<file path="src/rtl/fpwg_pkg.sv">
/*
  Shared constants and types for the flash program write guard: control
  bits, unlock key values, flash geometry, operation timings and the
  state records of both ends.
  Assumes a single 20 MHz system clock shared by both ends.
*/
package fpwg_pkg;

  localparam int FPWG_CLK_HZ = 20_000_000;
  localparam int FPWG_WRITE_TIME_US = 40;
  localparam int FPWG_ERASE_TIME_MS = 10;
  localparam int FPWG_WRITE_CYCLES =
    (FPWG_WRITE_TIME_US * (FPWG_CLK_HZ / 1_000_000) + 0);
  localparam int FPWG_ERASE_CYCLES =
    FPWG_ERASE_TIME_MS * (FPWG_CLK_HZ / 1_000);
  localparam int FPWG_CNT_W = 18;

  localparam int FPWG_ADDR_W = 13;
  localparam int FPWG_FLASH_BYTES = 8192;
  localparam int FPWG_PAGE_BYTES = 512;
  localparam int FPWG_PAGE_W = 9;
  localparam logic [12:0] FPWG_RSVD_LO = 13'h1E00;
  localparam logic [12:0] FPWG_RSVD_HI = 13'h1FFF;
  localparam logic [12:0] FPWG_LOCK_ADDR = 13'h1DFF;
  localparam logic [7:0] FPWG_ERASED = 8'hFF;

  localparam int FPWG_WREN_BIT = 0;
  localparam int FPWG_EREN_BIT = 1;
  localparam logic [7:0] FPWG_KEY1 = 8'hA5;
  localparam logic [7:0] FPWG_KEY2 = 8'hF1;
  localparam logic FPWG_SEL_CTL = 1'b0;
  localparam logic FPWG_SEL_KEY = 1'b1;

  localparam logic [4:0] FPWG_REG_CMD = 5'h00;
  localparam logic [4:0] FPWG_REG_ADDR = 5'h04;
  localparam logic [4:0] FPWG_REG_DATA = 5'h08;
  localparam logic [4:0] FPWG_REG_STATUS = 5'h0C;
  localparam logic [4:0] FPWG_REG_RDATA = 5'h10;
  localparam logic [1:0] FPWG_CMD_PROG = 2'h1;
  localparam logic [1:0] FPWG_CMD_ERASE = 2'h2;
  localparam logic [1:0] FPWG_CMD_READ = 2'h3;
  localparam int FPWG_ST_BUSY = 0;
  localparam int FPWG_ST_DONE = 1;
  localparam int FPWG_ST_ERR = 2;
  localparam logic [1:0] FPWG_RESP_OKAY = 2'h0;
  localparam logic [1:0] FPWG_RESP_SLVERR = 2'h2;

  typedef enum logic [1:0] {FPWG_K_LOCKED, FPWG_K_HALF, FPWG_K_OPEN}
    fpwg_key_t;
  typedef enum logic [1:0] {FPWG_OP_NONE, FPWG_OP_PROG, FPWG_OP_ERASE}
    fpwg_op_t;
  typedef enum logic [3:0] {FPWG_C_IDLE, FPWG_C_CTL_ON, FPWG_C_KEY1,
    FPWG_C_KEY2, FPWG_C_XWR, FPWG_C_WAIT, FPWG_C_CTL_OFF, FPWG_C_READ,
    FPWG_C_READ_CAP} fpwg_cst_t;

  typedef struct packed {
    logic wr_en;
    logic er_en;
    fpwg_key_t key;
    fpwg_op_t op;
    logic [FPWG_CNT_W-1:0] cnt;
    logic [12:0] addr;
    logic [7:0] data;
    logic [7:0] code_rdata;
    logic ram_wr;
    logic [12:0] ram_addr;
    logic [7:0] ram_wdata;
    logic [7:0] dbg_rdata;
    logic dbg_ack;
    logic dbg_denied;
  } fpwg_dev_t;

  typedef struct packed {
    fpwg_cst_t state;
    logic [1:0] op;
    logic [12:0] addr;
    logic [7:0] data;
    logic [7:0] rbyte;
    logic done;
    logic err;
    logic bvalid;
    logic [1:0] bresp;
    logic rvalid;
    logic [1:0] rresp;
    logic [31:0] rdata;
    logic sfr_wr;
    logic sfr_sel;
    logic xm_wr;
    logic code_rd;
    logic [12:0] mem_addr;
    logic [7:0] wdata;
  } fpwg_ctl_t;

  localparam fpwg_dev_t FPWG_DEV_RST = '0;
  localparam fpwg_ctl_t FPWG_CTL_RST = '0;

endpackage : fpwg_pkg

</file>
<file path="src/rtl/fpwg_if.sv">
/*
  Core-side bus between the processor core and the flash write guard:
  special-register writes, external-move writes, code-move reads, stall.
  Assumes both ends sit on the same system clock.
*/
`timescale 1ns/1ps
`default_nettype none
interface fpwg_if;
  logic sfr_wr;
  logic sfr_sel;
  logic xm_wr;
  logic code_rd;
  logic [12:0] mem_addr;
  logic [7:0] wdata;
  logic [7:0] code_rdata;
  logic stall;

  modport core (
    output sfr_wr,
    output sfr_sel,
    output xm_wr,
    output code_rd,
    output mem_addr,
    output wdata,
    input code_rdata,
    input stall
  );

  modport dev (
    input sfr_wr,
    input sfr_sel,
    input xm_wr,
    input code_rd,
    input mem_addr,
    input wdata,
    output code_rdata,
    output stall
  );
endinterface : fpwg_if
`default_nettype wire

</file>
<file path="src/rtl/fpwg_ctl.sv">
/*
  Flash write guard, core end: takes program, erase and read orders from
  software over AXI4-Lite and plays the enable, unlock, write and
  disable sequence on the core-side bus, waiting out the stall.
  Assumes the device end shares CLK and answers code reads next cycle.
*/
// Added by the designer: the AXI4-Lite interface to the registers and the register addresses.
`timescale 1ns/1ps
`default_nettype none
module fpwg_ctl
  import fpwg_pkg::*;
(
  input wire logic CLK,
  input wire logic RESET,
  fpwg_if.core BUS,
  input wire logic [4:0] S_AXI_AWADDR,
  input wire logic S_AXI_AWVALID,
  output logic S_AXI_AWREADY,
  input wire logic [31:0] S_AXI_WDATA,
  input wire logic [3:0] S_AXI_WSTRB,
  input wire logic S_AXI_WVALID,
  output logic S_AXI_WREADY,
  output logic [1:0] S_AXI_BRESP,
  output logic S_AXI_BVALID,
  input wire logic S_AXI_BREADY,
  input wire logic [4:0] S_AXI_ARADDR,
  input wire logic S_AXI_ARVALID,
  output logic S_AXI_ARREADY,
  output logic [31:0] S_AXI_RDATA,
  output logic [1:0] S_AXI_RRESP,
  output logic S_AXI_RVALID,
  input wire logic S_AXI_RREADY
);

  fpwg_ctl_t q;
  fpwg_ctl_t d;
  logic wr_go;
  logic rd_go;
  logic busy;
  logic [1:0] cmd;

  assign wr_go = S_AXI_AWVALID && S_AXI_WVALID && !q.bvalid;
  assign rd_go = S_AXI_ARVALID && !q.rvalid;
  assign busy = q.state != FPWG_C_IDLE;
  assign cmd = S_AXI_WDATA[1:0];

  always_comb begin
    d = q;
    d.sfr_wr = 1'b0;
    d.xm_wr = 1'b0;
    d.code_rd = 1'b0;
    if (q.bvalid && S_AXI_BREADY) begin
      d.bvalid = 1'b0;
    end
    if (q.rvalid && S_AXI_RREADY) begin
      d.rvalid = 1'b0;
    end
    case (q.state)
      FPWG_C_IDLE: begin
        if (q.op == FPWG_CMD_READ) begin
          d.code_rd = 1'b1;
          d.mem_addr = q.addr;
          d.state = FPWG_C_READ;
          d.op = '0;
        end else if (q.op != '0) begin
          d.sfr_wr = 1'b1;
          d.sfr_sel = FPWG_SEL_CTL;
          d.wdata = '0;
          d.wdata[FPWG_WREN_BIT] = 1'b1;
          d.wdata[FPWG_EREN_BIT] = q.op == FPWG_CMD_ERASE;
          d.state = FPWG_C_CTL_ON;
        end
      end
      FPWG_C_CTL_ON: begin
        d.sfr_wr = 1'b1;
        d.sfr_sel = FPWG_SEL_KEY;
        d.wdata = FPWG_KEY1;
        d.state = FPWG_C_KEY1;
      end
      FPWG_C_KEY1: begin
        d.sfr_wr = 1'b1;
        d.sfr_sel = FPWG_SEL_KEY;
        d.wdata = FPWG_KEY2;
        d.state = FPWG_C_KEY2;
      end
      FPWG_C_KEY2: begin
        d.xm_wr = 1'b1;
        d.mem_addr = q.addr;
        d.wdata = q.data;
        d.state = FPWG_C_XWR;
      end
      FPWG_C_XWR: begin
        d.state = FPWG_C_WAIT;
      end
      FPWG_C_WAIT: begin
        if (!BUS.stall) begin
          d.sfr_wr = 1'b1;
          d.sfr_sel = FPWG_SEL_CTL;
          d.wdata = '0;
          d.state = FPWG_C_CTL_OFF;
        end
      end
      FPWG_C_CTL_OFF: begin
        d.op = '0;
        d.done = 1'b1;
        d.state = FPWG_C_IDLE;
      end
      FPWG_C_READ: begin
        d.state = FPWG_C_READ_CAP;
      end
      FPWG_C_READ_CAP: begin
        d.rbyte = BUS.code_rdata;
        d.done = 1'b1;
        d.state = FPWG_C_IDLE;
      end
      default: begin
        d.state = FPWG_C_IDLE;
      end
    endcase
    if (wr_go) begin
      d.bvalid = 1'b1;
      d.bresp = FPWG_RESP_OKAY;
      case (S_AXI_AWADDR)
        FPWG_REG_CMD: begin
          if (S_AXI_WSTRB[0] && !busy && q.op == '0) begin
            // refuse program or erase aimed at the reserved area
            if (cmd != FPWG_CMD_READ && cmd != '0 &&
                q.addr >= FPWG_RSVD_LO && q.addr <= FPWG_RSVD_HI) begin
              d.err = 1'b1;
            end else begin
              d.op = cmd;
            end
          end
        end
        FPWG_REG_ADDR: begin
          if (S_AXI_WSTRB[0]) begin
            d.addr[7:0] = S_AXI_WDATA[7:0];
          end
          if (S_AXI_WSTRB[1]) begin
            d.addr[12:8] = S_AXI_WDATA[12:8];
          end
        end
        FPWG_REG_DATA: begin
          if (S_AXI_WSTRB[0]) begin
            d.data = S_AXI_WDATA[7:0];
          end
        end
        FPWG_REG_STATUS: begin
          // write one to clear; a same-cycle set still wins
          if (S_AXI_WSTRB[0] && S_AXI_WDATA[FPWG_ST_DONE] && !d.done) begin
            d.done = 1'b0;
          end else if (S_AXI_WSTRB[0] && S_AXI_WDATA[FPWG_ST_DONE] &&
                       q.state != FPWG_C_CTL_OFF &&
                       q.state != FPWG_C_READ_CAP) begin
            d.done = 1'b0;
          end
          if (S_AXI_WSTRB[0] && S_AXI_WDATA[FPWG_ST_ERR]) begin
            d.err = 1'b0;
          end
        end
        FPWG_REG_RDATA: begin
        end
        default: begin
          d.bresp = FPWG_RESP_SLVERR;
        end
      endcase
    end
    if (rd_go) begin
      d.rvalid = 1'b1;
      d.rresp = FPWG_RESP_OKAY;
      d.rdata = '0;
      case (S_AXI_ARADDR)
        FPWG_REG_CMD: d.rdata[1:0] = q.op;
        FPWG_REG_ADDR: d.rdata[12:0] = q.addr;
        FPWG_REG_DATA: d.rdata[7:0] = q.data;
        FPWG_REG_STATUS: begin
          d.rdata[FPWG_ST_BUSY] = busy || q.op != '0;
          d.rdata[FPWG_ST_DONE] = q.done;
          d.rdata[FPWG_ST_ERR] = q.err;
        end
        FPWG_REG_RDATA: d.rdata[7:0] = q.rbyte;
        default: d.rresp = FPWG_RESP_SLVERR;
      endcase
    end
  end

  always_ff @(posedge CLK) begin
    if (RESET) begin
      q <= FPWG_CTL_RST;
    end else begin
      q <= d;
    end
  end

  assign S_AXI_AWREADY = wr_go;
  assign S_AXI_WREADY = wr_go;
  assign S_AXI_BVALID = q.bvalid;
  assign S_AXI_BRESP = q.bresp;
  assign S_AXI_ARREADY = rd_go;
  assign S_AXI_RVALID = q.rvalid;
  assign S_AXI_RRESP = q.rresp;
  assign S_AXI_RDATA = q.rdata;
  assign BUS.sfr_wr = q.sfr_wr;
  assign BUS.sfr_sel = q.sfr_sel;
  assign BUS.xm_wr = q.xm_wr;
  assign BUS.code_rd = q.code_rd;
  assign BUS.mem_addr = q.mem_addr;
  assign BUS.wdata = q.wdata;

endmodule : fpwg_ctl
`default_nettype wire

</file>
<file path="src/flat_wrapper.sv">
// flat-port wrapper written by rule: the top's interface ports become plain ports
module fpwg_ctl_flat import fpwg_pkg::*;
  (CLK, RESET, S_AXI_AWADDR, S_AXI_AWVALID, S_AXI_AWREADY, S_AXI_WDATA, S_AXI_WSTRB, S_AXI_WVALID, S_AXI_WREADY, S_AXI_BRESP, S_AXI_BVALID, S_AXI_BREADY, S_AXI_ARADDR, S_AXI_ARVALID, S_AXI_ARREADY, S_AXI_RDATA, S_AXI_RRESP, S_AXI_RVALID, S_AXI_RREADY, BUS_sfr_wr, BUS_sfr_sel, BUS_xm_wr, BUS_code_rd, BUS_mem_addr, BUS_wdata, BUS_code_rdata, BUS_stall);
  fpwg_if BUS_i ();
  input wire logic CLK;
  input wire logic RESET;
  input wire logic [4:0] S_AXI_AWADDR;
  input wire logic S_AXI_AWVALID;
  output logic S_AXI_AWREADY;
  input wire logic [31:0] S_AXI_WDATA;
  input wire logic [3:0] S_AXI_WSTRB;
  input wire logic S_AXI_WVALID;
  output logic S_AXI_WREADY;
  output logic [1:0] S_AXI_BRESP;
  output logic S_AXI_BVALID;
  input wire logic S_AXI_BREADY;
  input wire logic [4:0] S_AXI_ARADDR;
  input wire logic S_AXI_ARVALID;
  output logic S_AXI_ARREADY;
  output logic [31:0] S_AXI_RDATA;
  output logic [1:0] S_AXI_RRESP;
  output logic S_AXI_RVALID;
  input wire logic S_AXI_RREADY;
  output wire logic [$bits(BUS_i.sfr_wr)-1:0] BUS_sfr_wr;
  output wire logic [$bits(BUS_i.sfr_sel)-1:0] BUS_sfr_sel;
  output wire logic [$bits(BUS_i.xm_wr)-1:0] BUS_xm_wr;
  output wire logic [$bits(BUS_i.code_rd)-1:0] BUS_code_rd;
  output wire logic [$bits(BUS_i.mem_addr)-1:0] BUS_mem_addr;
  output wire logic [$bits(BUS_i.wdata)-1:0] BUS_wdata;
  input wire logic [$bits(BUS_i.code_rdata)-1:0] BUS_code_rdata;
  input wire logic [$bits(BUS_i.stall)-1:0] BUS_stall;
  assign BUS_sfr_wr = BUS_i.sfr_wr;
  assign BUS_sfr_sel = BUS_i.sfr_sel;
  assign BUS_xm_wr = BUS_i.xm_wr;
  assign BUS_code_rd = BUS_i.code_rd;
  assign BUS_mem_addr = BUS_i.mem_addr;
  assign BUS_wdata = BUS_i.wdata;
  assign BUS_i.code_rdata = BUS_code_rdata;
  assign BUS_i.stall = BUS_stall;
  fpwg_ctl u_core (.CLK(CLK), .RESET(RESET), .BUS(BUS_i), .S_AXI_AWADDR(S_AXI_AWADDR), .S_AXI_AWVALID(S_AXI_AWVALID), .S_AXI_AWREADY(S_AXI_AWREADY), .S_AXI_WDATA(S_AXI_WDATA), .S_AXI_WSTRB(S_AXI_WSTRB), .S_AXI_WVALID(S_AXI_WVALID), .S_AXI_WREADY(S_AXI_WREADY), .S_AXI_BRESP(S_AXI_BRESP), .S_AXI_BVALID(S_AXI_BVALID), .S_AXI_BREADY(S_AXI_BREADY), .S_AXI_ARADDR(S_AXI_ARADDR), .S_AXI_ARVALID(S_AXI_ARVALID), .S_AXI_ARREADY(S_AXI_ARREADY), .S_AXI_RDATA(S_AXI_RDATA), .S_AXI_RRESP(S_AXI_RRESP), .S_AXI_RVALID(S_AXI_RVALID), .S_AXI_RREADY(S_AXI_RREADY));
endmodule
</file>
<file path="config.mk">
export PLATFORM = sky130hd
export DESIGN_NAME = fpwg_ctl_flat
export DESIGN_NICKNAME = d
export VERILOG_FILES = /design/src/rtl/fpwg_pkg.sv /design/src/rtl/fpwg_if.sv /design/src/rtl/fpwg_ctl.sv /design/src/flat_wrapper.sv
export SDC_FILE = /design/constraint.sdc
export NUM_CORES = 1
export LEC_CHECK = 0
export BUFFER_PORTS_ARGS = -buffer_cell sky130_fd_sc_hd__buf_4
export CORE_MARGIN = 5
export CORE_UTILIZATION = 45
export CTS_CLUSTER_SIZE = 24
export DETAILED_ROUTE_END_ITERATION = 16
export PLACE_DENSITY = 0.72
export SETUP_SLACK_MARGIN = 0.3
export SYNTH_ARGS = -nofsm -noshare
export SYNTH_HDL_FRONTEND = slang
export SYNTH_SLANG_ARGS = --single-unit
export TNS_END_PERCENT = 100
</file>
<file path="constraint.sdc">
create_clock -name CLK -period 2.3 [get_ports CLK]
set_input_delay 0.115 -clock CLK [delete_from_list [all_inputs] [get_ports CLK]]
set_output_delay 0.115 -clock CLK [all_outputs]
set_load 0.02 [all_outputs]
</file>
==> flow_summary.toml, run 1 <==
[pwr]
power.density_nw_per_um2 = 573
p_leak_uw = 0.00211
irDropWorstVdd_uv = 288

[worst_setup_path]
crit_path_end_kind = "flop"
worstPathBufferInverterCount = 1
cp_data_arrival_time_ps = 2130
path_class = "reg2reg"
cp.required_ps = 2530
cp-start-kind = "flop"
cp_top_family = "compound AO/OA/AOI/OAI gates"
critPathMaxStageDelay_ps = 480
r2r_setup_slack_ps = 400
cp_max_fo = 7
slowest_stage = "a2111o_1"
crit_chain = "inv_2 -> ha_4 -> or2_1 -> a2111o_1 -> a222oi_1 -> nor2_1"

[route]
drc_errors = 0
wl_per_cell_um = 15.8
drt_pass1_iterations = 5
wirelength_mm = 9.58
num_vias = 3186
vias_per_cell = 5.25
drt_iter0_drc = 125
postRouteAntennaNets = 0

[placed_design]
dp_hpwl_mm = 7.00
io_buffer_count = 85
gp_congestion = 0.855

[final_layout]
layout_common_cells = "buf_4 (99), dfxtp_1 (77), nor2_1 (54)"
syn2layout_area_growth_pct = 18.0
layout-drive-gt1-share_pct = 26.9
num-fill-cells = 781
fin_nets = 562
layout_commonest_cell = "buf_4"
diodes = 0

[synthesis]
yosysWarnings = 0
netlist_instances = 441
synthFlopType = "dfxtp_1"
synth.cell_area_um2 = 3900
ys_seq_area_share_pct = 40.5
avgSynthCellArea_um2 = 8.85
yosysTopAreaCell = "dfxtp_1"
ys_ff_latch = 79
async_flop_share_pct = 0
synth.top_cell.area_share_pct = 40.5
synth.distinct_cells = 63
synth_edf_count = 0
synthTopCellsByArea = "dfxtp_1 (41%), buf_4 (11%), mux2i_1 (8.7%)"

[grt]
grt_max_degree = 40
grt_pass1_vias = 3037
grt_usage_pct = 18.2
grt_antenna_before_repair = 0
grt.overflow.total = 0
grt_pass1_wl_mm = 14.9

[die]
dieArea_um2 = 10600
die_w_um = 103
dieHeight_um = 103
core_um2 = 8590
rows = 34
ios = 128
initial_core_util_pct = 45.4

[timing]
slew_viol_final = 0
max_freq_mhz = 527
min_period_ps = 1900
fin_crit_sh_pct = 82.5
grt_setup_unrepaired = "no"
hold_slack_ps = 13.3
fin_skew_ps = 8.77
hold_violations = 0
relSlewSlack_pct = 54.5
tns_ps = 0
setup_viol = 0
worstMarginPinSlew_ps = 675

[clock_tree]
clock_latency_ps = 350
cts_root_buf = "clkbuf_8"
clk_path_buf_depth = 2
cts_sinks = 79
path_clk_slew_ps = 80
cts_tree = "done"
cts_buffers = 9
h-tree-depth = 3

[min_path]
hold_path_class = "in2reg"

[run_status]
status = "finished, final reports clean"

[job]
max_cap_violations = 0
[worst paths after layout]
check / from / end / cells past startpoint
worst max-delay path: u_core.q[94] / u_core.BUS.wdata[5] / 6
worst min-delay path: BUS_code_rdata[5] / u_core.q[70] / 3
worst max register to register: u_core.q[94] / u_core.BUS.wdata[5] / 6
worst min register to register: u_core.S_AXI_RDATA[8] / u_core.S_AXI_RDATA[8] / 2
[metal layers]
metal	up-vias	track usage, %	wire length [um]
met1	1492	23.5	4050
met5	-	0	0
li1	1568	-	-
met2	113	29.6	4690
met4	0	8.27	214
met3	13	3.18	625
[cell families after synthesis]
logic type,after synthesis,synth area share [%]
fa+ha+maj,5,1.60
mux,37,9.59
compound gates,80,14.5
simple gates,148,18.8
flops,79,40.5
other cells,1,0.0961
buf+inv,89,14.4
xor+xnor,2,0.449
[Yosys cell counts, types with 6 or more instances]
cell	instances
o21ai_0	9
nand3_1	9
nand2b_1	6
mux2i_1	34
nand2_1	42
clkbuf_1	16
a22oi_1	11
dfxtp_1	79
a21oi_1	24
buf_4	59
nor2_1	54
buf_2	6
a311oi_1	6
[stage by stage]
step,std cells,cell area [um^2],setup slack (ps),power [uW],util (%)
2_1_floorplan,461,3980,378,1580,-
3_3_place_gp,582,4290,244,1650,49.9
3_5_place_dp,582,4290,176,1650,49.9
4_1_cts,606,4570,312,2660,53.2
5_1_grt,607,4610,306,2750,53.6
6_report,607,4610,402,2640,53.6
[where the power goes]
part	leakage, uW	internal, uW	total (uW)	switching [uW]
sequential	0.000639	1380	1380	8.06
combinational	0.00137	98.5	247	148
clock	0.0000964	527	1010	480
[state kept, by name, summed over array words and instances, names as in the netlist]
name                 flops
u_core.S_AXI_RVALID      1
u_core.BUS.xm_wr         1
u_core.BUS.code_rd       1
u_core.S_AXI_BRESP       1
u_core.BUS.sfr_wr        1
u_core.BUS.wdata         8
u_core.q                37
u_core.S_AXI_BVALID      1
u_core.BUS.mem_addr     13
u_core.BUS.sfr_sel       1
u_core.S_AXI_RDATA      13
u_core.S_AXI_RRESP       1
[worst min-delay path, cell delays in order]
cell	delay, ps
buf_4	110
nand2_1	50
a21oi_1	50
[what timing repair did]
action	4_1_cts	5_1_grt
buffers inserted	3	1
hold buffers	6	0
gates cloned	0	0
pin swaps	3	4
gates resized for setup	4	7
endpoints found under the hold margin	6	0
setup endpoints to repair	3	8
[cell type report]
class	instances	area, um^2	share of cell area (%)
clock inverter	3	43.8	0.951
multi-input combinational	293	1860	40.5
clock buffer	12	145	3.15
sequential	79	1590	34.5
timing repair buffer	105	803	17.4
tap	108	135	2.93
inverter	7	26.3	0.570
(Power assumes the default switching activity.)
==> run 2: changes to the inputs <==
--- a/config.mk
+++ b/config.mk
@@ -5,12 +5,13 @@
 export SDC_FILE = /design/constraint.sdc
 export NUM_CORES = 1
 export LEC_CHECK = 0
+export ABC_AREA = 1
 export BUFFER_PORTS_ARGS = -buffer_cell sky130_fd_sc_hd__buf_4
 export CORE_MARGIN = 5
 export CORE_UTILIZATION = 45
 export CTS_CLUSTER_SIZE = 24
 export DETAILED_ROUTE_END_ITERATION = 16
-export PLACE_DENSITY = 0.72
+export PLACE_DENSITY = 0.75
 export SETUP_SLACK_MARGIN = 0.3
 export SYNTH_ARGS = -nofsm -noshare
 export SYNTH_HDL_FRONTEND = slang
==> constraint.sdc (replaced) <==
create_clock -name CLK -period 1.7 [get_ports CLK]
set_input_delay 0.085 -clock CLK [delete_from_list [all_inputs] [get_ports CLK]]
set_output_delay 0.085 -clock CLK [all_outputs]
set_load 0.02 [all_outputs]
==> run 2 against run 1 <==
Sequential share of layout area decreased by 2.6 points. Die area increased by 1.1%. Via count increased by 16%. Sequential cell count unchanged. Synthesized area increased by 1.2%. Sequential power increased by 36%. Clock power increased by 24%. Non-clock buffer count increased by 26. Wire length increased by 5.8%. Highest routed layer unchanged.
==> flow_summary.toml, run 2 <==
[run_status]
status = "finished, final reports clean"

[worst_setup_path]
cp-start-kind = "flop"
critPathMaxStageDelay_ps = 370
cp_data_arrival_time_ps = 1670
r2r_cells = 8
path_depth = 8
r2r_setup_slack_ps = 280
cp.required_ps = 1950
crit_path_end_kind = "flop"
path_class = "reg2reg"
crit_chain = "nor2_4 -> inv_4 -> nor2_8 -> inv_4 -> nand2_8 -> clkinvlp_4 -> nor2_1 -> nor2_1"
cp_max_fo = 7
cp_top_family = "simple AND/OR/NAND/NOR gates"
worstPathBufferInverterCount = 3
slowest_stage = "dfxtp_4"

[final_layout]
layout_commonest_cell = "buf_4"
register_area_um2 = 1600
layout-drive-gt1-share_pct = 27.4
multi_input_area_um2 = 1840
fin_nets = 694
largest_reg_flops = 37
fin_cells = 740
num-fill-cells = 807
diodes = 0
layout_common_cells = "buf_4 (107), nand2_1 (84), nor2_1 (74)"
regMostFlops = "u_core.q"
syn2layout_area_growth_pct = 26.8

[clock_tree]
cts_tree = "done"
path_clk_slew_ps = 80
clock_latency_ps = 350
cts_buffers = 9
h-tree-depth = 3
cts_root_buf = "clkbuf_8"
cts_sinks = 79
clk_path_buf_depth = 2

[timing]
fin_skew_ps = 12.5
layout_setup_ws_ps = 276
min_period_ps = 1420
tns_ps = 0
slew_viol_final = 0
hold_violations = 0
fin_crit_sh_pct = 83.8
setup_viol = 0
max_freq_mhz = 702
grt_setup_unrepaired = "yes"
hold_slack_ps = 8.08

[placed_design]
io_buffer_count = 85
dp_hpwl_mm = 7.26
dpl.cell_count = 687
dp_slack_ps = 134
gp_congestion = 0.923

[synthesis]
async_flop_share_pct = 0
ys_seq_area_share_pct = 40.0
netlist_instances = 538
synth.distinct_cells = 34
avgSynthCellArea_um2 = 7.34
ys_ff_latch = 79
synthTopCellsByArea = "dfxtp_1 (40%), buf_4 (11%), nand2_1 (8.5%)"
synth.top_cell.area_share_pct = 40.0
synth.cell_area_um2 = 3950
synth_common_cells = "nand2_1 (89), dfxtp_1 (79), nor2_1 (78), buf_4 (58), o21ai_0 (49)"
yosysWarnings = 0
synth_edf_count = 0
synthFlopType = "dfxtp_1"
synth.most_common_cell = "nand2_1"
yosysTopAreaCell = "dfxtp_1"

[route]
num_vias = 3683
drc_errors = 0
wl_per_cell_um = 13.7
drt_pass1_iterations = 5
drt_iter0_drc = 158
postRouteAntennaNets = 0
wirelength_mm = 10.1
vias_per_cell = 4.98

[die]
dieArea_um2 = 10800
initial_core_util_pct = 45.7
ios = 128
core_um2 = 8640
rows = 34
dieHeight_um = 104
die_w_um = 104

[job]
max_cap_violations = 0

[pwr]
irDropWorstVdd_uv = 503
p_leak_uw = 0.00233
finalPower_uw = 3510
power.density_nw_per_um2 = 702

[grt]
grt.busiest_layer = "met2"
grt_use_met1_pct = 24.0
grt_antenna_before_repair = 0
grt.overflow.total = 0
gr-usage-met2_pct = 30.2
grt_pass1_vias = 3515
grt_max_degree = 53
grtUsageMet3_pct = 4.23
grt_pass1_wl_mm = 16.7
grt_usage_pct = 18.4

[min_path]
min_path_cells = 3
hold_path_class = "in2reg"
[run 2: cell types whose count changed in the layout (fill, tap and decap cells not counted), moves of 8 or more]
cell           before  now
a21oi_1            24   43
a22oi_1            11    0
buf_4              99  107
dlygate4sd3_1       6   21
inv_1               3   40
mux2i_1            34    0
nand2_1            42   84
nand4_1             1   14
nor2_1             54   74
o21ai_0             9   48
[run 2: layer usage]
layer / part of all wire, % / wire [um] / up-vias
met3: 6.7 / 681 / 16
met1: 44 / 4480 / 1705
met2: 48 / 4830 / 118
met5: 0 / 0 / -
met4: 1.5 / 150 / 0
li1: - / - / 1844
[run 2: worst register-to-register path, stage by stage, from the launching register on]
cell	delay [ps]
dfxtp_4	370
nor2_4	200
inv_4	80
nor2_8	150
inv_4	70
nand2_8	90
clkinvlp_4	170
nor2_1	130
nor2_1	60
[run 2: power by group]
group	internal [uW]	switching, uW	leakage, uW
clock	577	675	0.0000809
sequential	1860	12.8	0.000642
combinational	165	221	0.00161
total	2600	909	0.00233
[run 2: cell families (layout without fill, tap and decap cells)]
group                      count (synthesis)  count (layout)  synth area share [%]
and+or+nand+nor                          214             215                  24.9
buffers and inverters                    124             197                  17.9
other                                      1              21                0.0949
AOI/OAI and AO/OA                        115             115                  15.5
adders and majority gates                  5               5                  1.58
DFF                                       79              79                  40.0
[run 2: through the flow]
stage                     util [%]  area [um^2]
after floorplan                  -         4030
after global placement        50.6         4370
after detailed placement      50.6         4370
after CTS                     56.3         4860
after global routing          58.0         5010
final                         58.0         5010
[run 2: path summary, 6_finish.rpt]
check / startpoint / to
max: u_core.q[98] / u_core.BUS.mem_addr[12]
min: S_AXI_WDATA[0] / u_core.q[94]
max reg2reg: u_core.q[98] / u_core.BUS.mem_addr[12]
min reg2reg: u_core.BUS.sfr_sel / u_core.BUS.sfr_sel
[run 2: repair_timing]
action / 4_1_cts / 5_1_grt
pin swaps: 4 / 11
cloned: 1 / 0
endpoints found under the hold margin: 21 / 0
hold buffers: 21 / 0
setup endpoints to repair: 34 / 32
buffers inserted: 7 / 8
gates resized for setup: 16 / 28
[run 2: cell type report]
type,count,area share [%]
clock buffers,14,3.05
clock inverters,2,0.325
inverters,50,4.07
multi-input cells,356,36.8
flip-flops and latches,79,31.9
well taps,108,2.70
repair buffers,131,21.1
==> run 3: changes to the inputs <==
--- a/config.mk
+++ b/config.mk
@@ -11,7 +11,7 @@
 export CORE_UTILIZATION = 45
 export CTS_CLUSTER_SIZE = 24
 export DETAILED_ROUTE_END_ITERATION = 16
-export PLACE_DENSITY = 0.75
+export PLACE_DENSITY = 0.72
 export SETUP_SLACK_MARGIN = 0.3
 export SYNTH_ARGS = -nofsm -noshare
 export SYNTH_HDL_FRONTEND = slang
==> constraint.sdc (replaced) <==
create_clock -name CLK -period 1.34 [get_ports CLK]
set_input_delay 0.067 -clock CLK [delete_from_list [all_inputs] [get_ports CLK]]
set_output_delay 0.067 -clock CLK [all_outputs]
set_load 0.02 [all_outputs]
==> run 3 against run 2 <==
The flow now finishes with violations (negative setup slack). Combinational power increased by 56%. Critical path depth unchanged. Non-clock buffer count increased by 37. Setup slack got worse by 350 ps. Sequential share of layout area decreased by 4.0 points. Critical endpoint is now u_core.BUS.mem_addr[7]. Largest cell class unchanged. Largest power group unchanged.
==> flow_summary.toml, run 3 (synthesized netlist as in run 2, its figures left out) <==
[run_status]
status = "complete, but fails checks"
violations = "negative setup slack"

[pwr]
p_switching_uw = 1290
intPower_uw = 3480
finalPower_uw = 4770
p_comb_share_pct = 12.6
power.density_nw_per_um2 = 827
switching_share_pct = 27.0
p_seq_share_pct = 49.8
power_frac_clock_pct = 37.6
p_leak_uw = 0.00259
irDropWorstVdd_uv = 642

[worst_setup_path]
r2r_cells = 8
cp_top_family = "simple AND/OR/NAND/NOR gates"
cp.required_ps = 1630
crit_chain = "nor2_4 -> inv_4 -> nor2_8 -> inv_4 -> nand2_8 -> clkbuf_16 -> o21ai_2 -> a21oi_1"
path_depth = 8
crit_path_end_kind = "flop"
cp_data_arrival_time_ps = 1700
path_class = "reg2reg"
cp-start-kind = "flop"
cp_max_fo = 7
critPathMaxStageDelay_ps = 380
r2r_end = "u_core.BUS.mem_addr[7]"
r2r_setup_slack_ps = -70
cpMostUsedCell = "inv_4"
worst_r2r_startpoint = "u_core.q[99]"
slowest_stage = "dfxtp_4"
worstPathBufferInverterCount = 3

[clock_tree]
h-tree-depth = 3
cts_sinks = 79
cts_tree = "done"
cts_root_buf = "clkbuf_8"
path_clk_slew_ps = 90
clk_path_buf_depth = 2
clock_latency_ps = 360
cts_buffers = 9

[die]
rows = 34
core_um2 = 8640
initial_core_util_pct = 45.7
ios = 128
die_w_um = 104
dieHeight_um = 104
dieArea_um2 = 10800

[route]
drc_errors = 0
vias_per_cell = 5.09
drt_pass1_iterations = 4
drt_iter0_drc = 241
num_vias = 3955
wirelength_mm = 11.4
postRouteAntennaNets = 0
wl_per_cell_um = 14.6

[timing]
grt_setup_unrepaired = "yes"
min_period_ps = 1410
slew_viol_final = 0
hold_slack_ps = 20.0
layout_setup_ws_ps = -68.9
fin_crit_sh_pct = 105
hold_violations = 0
max_freq_mhz = 710
setup_viol = 15
fin_skew_ps = 9.00

[grt]
grt_pass1_wl_mm = 17.8
grt_antenna_before_repair = 0
grt_max_degree = 54
grt_pass1_vias = 3853
grt_usage_pct = 19.7
grt.overflow.total = 0

[final_layout]
num-fill-cells = 719
layout-drive-gt1-share_pct = 39.6
syn2layout_area_growth_pct = 46.0
layout_common_cells = "buf_4 (111), nand2_1 (77), dfxtp_1 (71)"
diodes = 0
largest_reg_flops = 37
regMostFlops = "u_core.q"
fin_nets = 731
layout_commonest_cell = "buf_4"
fin_cells = 777

[job]
max_cap_violations = 0

[placed_design]
dp_hpwl_mm = 7.32
dp_slack_ps = 10.6
io_buffer_count = 85
gp_congestion = 0.932
dpl.cell_count = 702

[min_path]
min_path_cells = 3
hold_start = "S_AXI_WDATA[0]"
holdPathEnd = "u_core.q[81]"
hold_path_class = "in2reg"
==> run 3: cell types whose count changed in the layout (fill, tap and decap cells not counted), sizes merged <==
cell and delta:
clkbuf -2, inv +1, dlygate4sd3 +3, buf +33, clkinv +2
==> run 3: worst max path at each step <==
stage	start	slack, ps	end
6_report	u_core.q[99]	-70	u_core.BUS.mem_addr[7]
5_1_grt	u_core.q[99]	-120	u_core.BUS.wdata[1]
4_1_cts	u_core.q[98]	20	u_core.BUS.mem_addr[4]
3_5_place_dp	u_core.q[98]	10	u_core.q[63]
3_3_place_gp	u_core.q[98]	40	u_core.q[63]
2_1_floorplan	u_core.S_AXI_BVALID	30	u_core.q[85]
==> run 3: worst register-to-register path, cell delays in order, from the launching register on <==
cell and delay, ps:
dfxtp_4 380, nor2_4 230, inv_4 90, nor2_8 150, inv_4 70, nand2_8 110, clkbuf_16 160, o21ai_2 50
a21oi_1 120
==> run 3: routing by layer <==
layer | GRT usage (%) | vias up | wire, um
met5 | 0 | - | 0
met3 | 5.47 | 31 | 745
met1 | 23.9 | 1842 | 4700
li1 | - | 1928 | -
met4 | 7.49 | 0 | 292
met2 | 33.1 | 154 | 5630
==> run 3: through the flow <==
step | util [%] | TNS [ps] | instance area, um^2
2_1_floorplan | - | 0 | 4150
3_3_place_gp | 53.2 | 0 | 4600
3_5_place_dp | 53.2 | 0 | 4600
4_1_cts | 62.1 | 0 | 5360
5_1_grt | 66.8 | -2260 | 5770
6_report | 66.8 | -515 | 5770
==> run 3: area by class of cell <==
cell class / count / area, um^2 / area share [%]
Multi-Input combinational cell: 356 / 2110 / 36.6
Sequential cell: 79 / 1610 / 27.9
Timing Repair Buffer: 168 / 1480 / 25.7
Inverter: 50 / 231 / 4.01
Clock buffer: 11 / 163 / 2.82
Tap cell: 108 / 135 / 2.34
Clock inverter: 5 / 38.8 / 0.672
==> run 3: what timing repair did <==
item | CTS | global route
gates cloned | 1 | 1
buffers inserted | 19 | 14
hold buffers | 24 | 0
setup endpoints to repair | 65 | 77
gates resized for setup | 46 | 82
hold endpoints to repair | 30 | 0
pin swaps | 25 | 31
==> run 3: power by group through the flow <==
stage	clock network (uW)	logic, uW	registers, uW
6_report	1790	602	2380
5_1_grt	1930	646	2380
4_1_cts	1820	540	2380
3_5_place_dp	0	442	2440
3_3_place_gp	0	435	2440
2_1_floorplan	0	308	2440
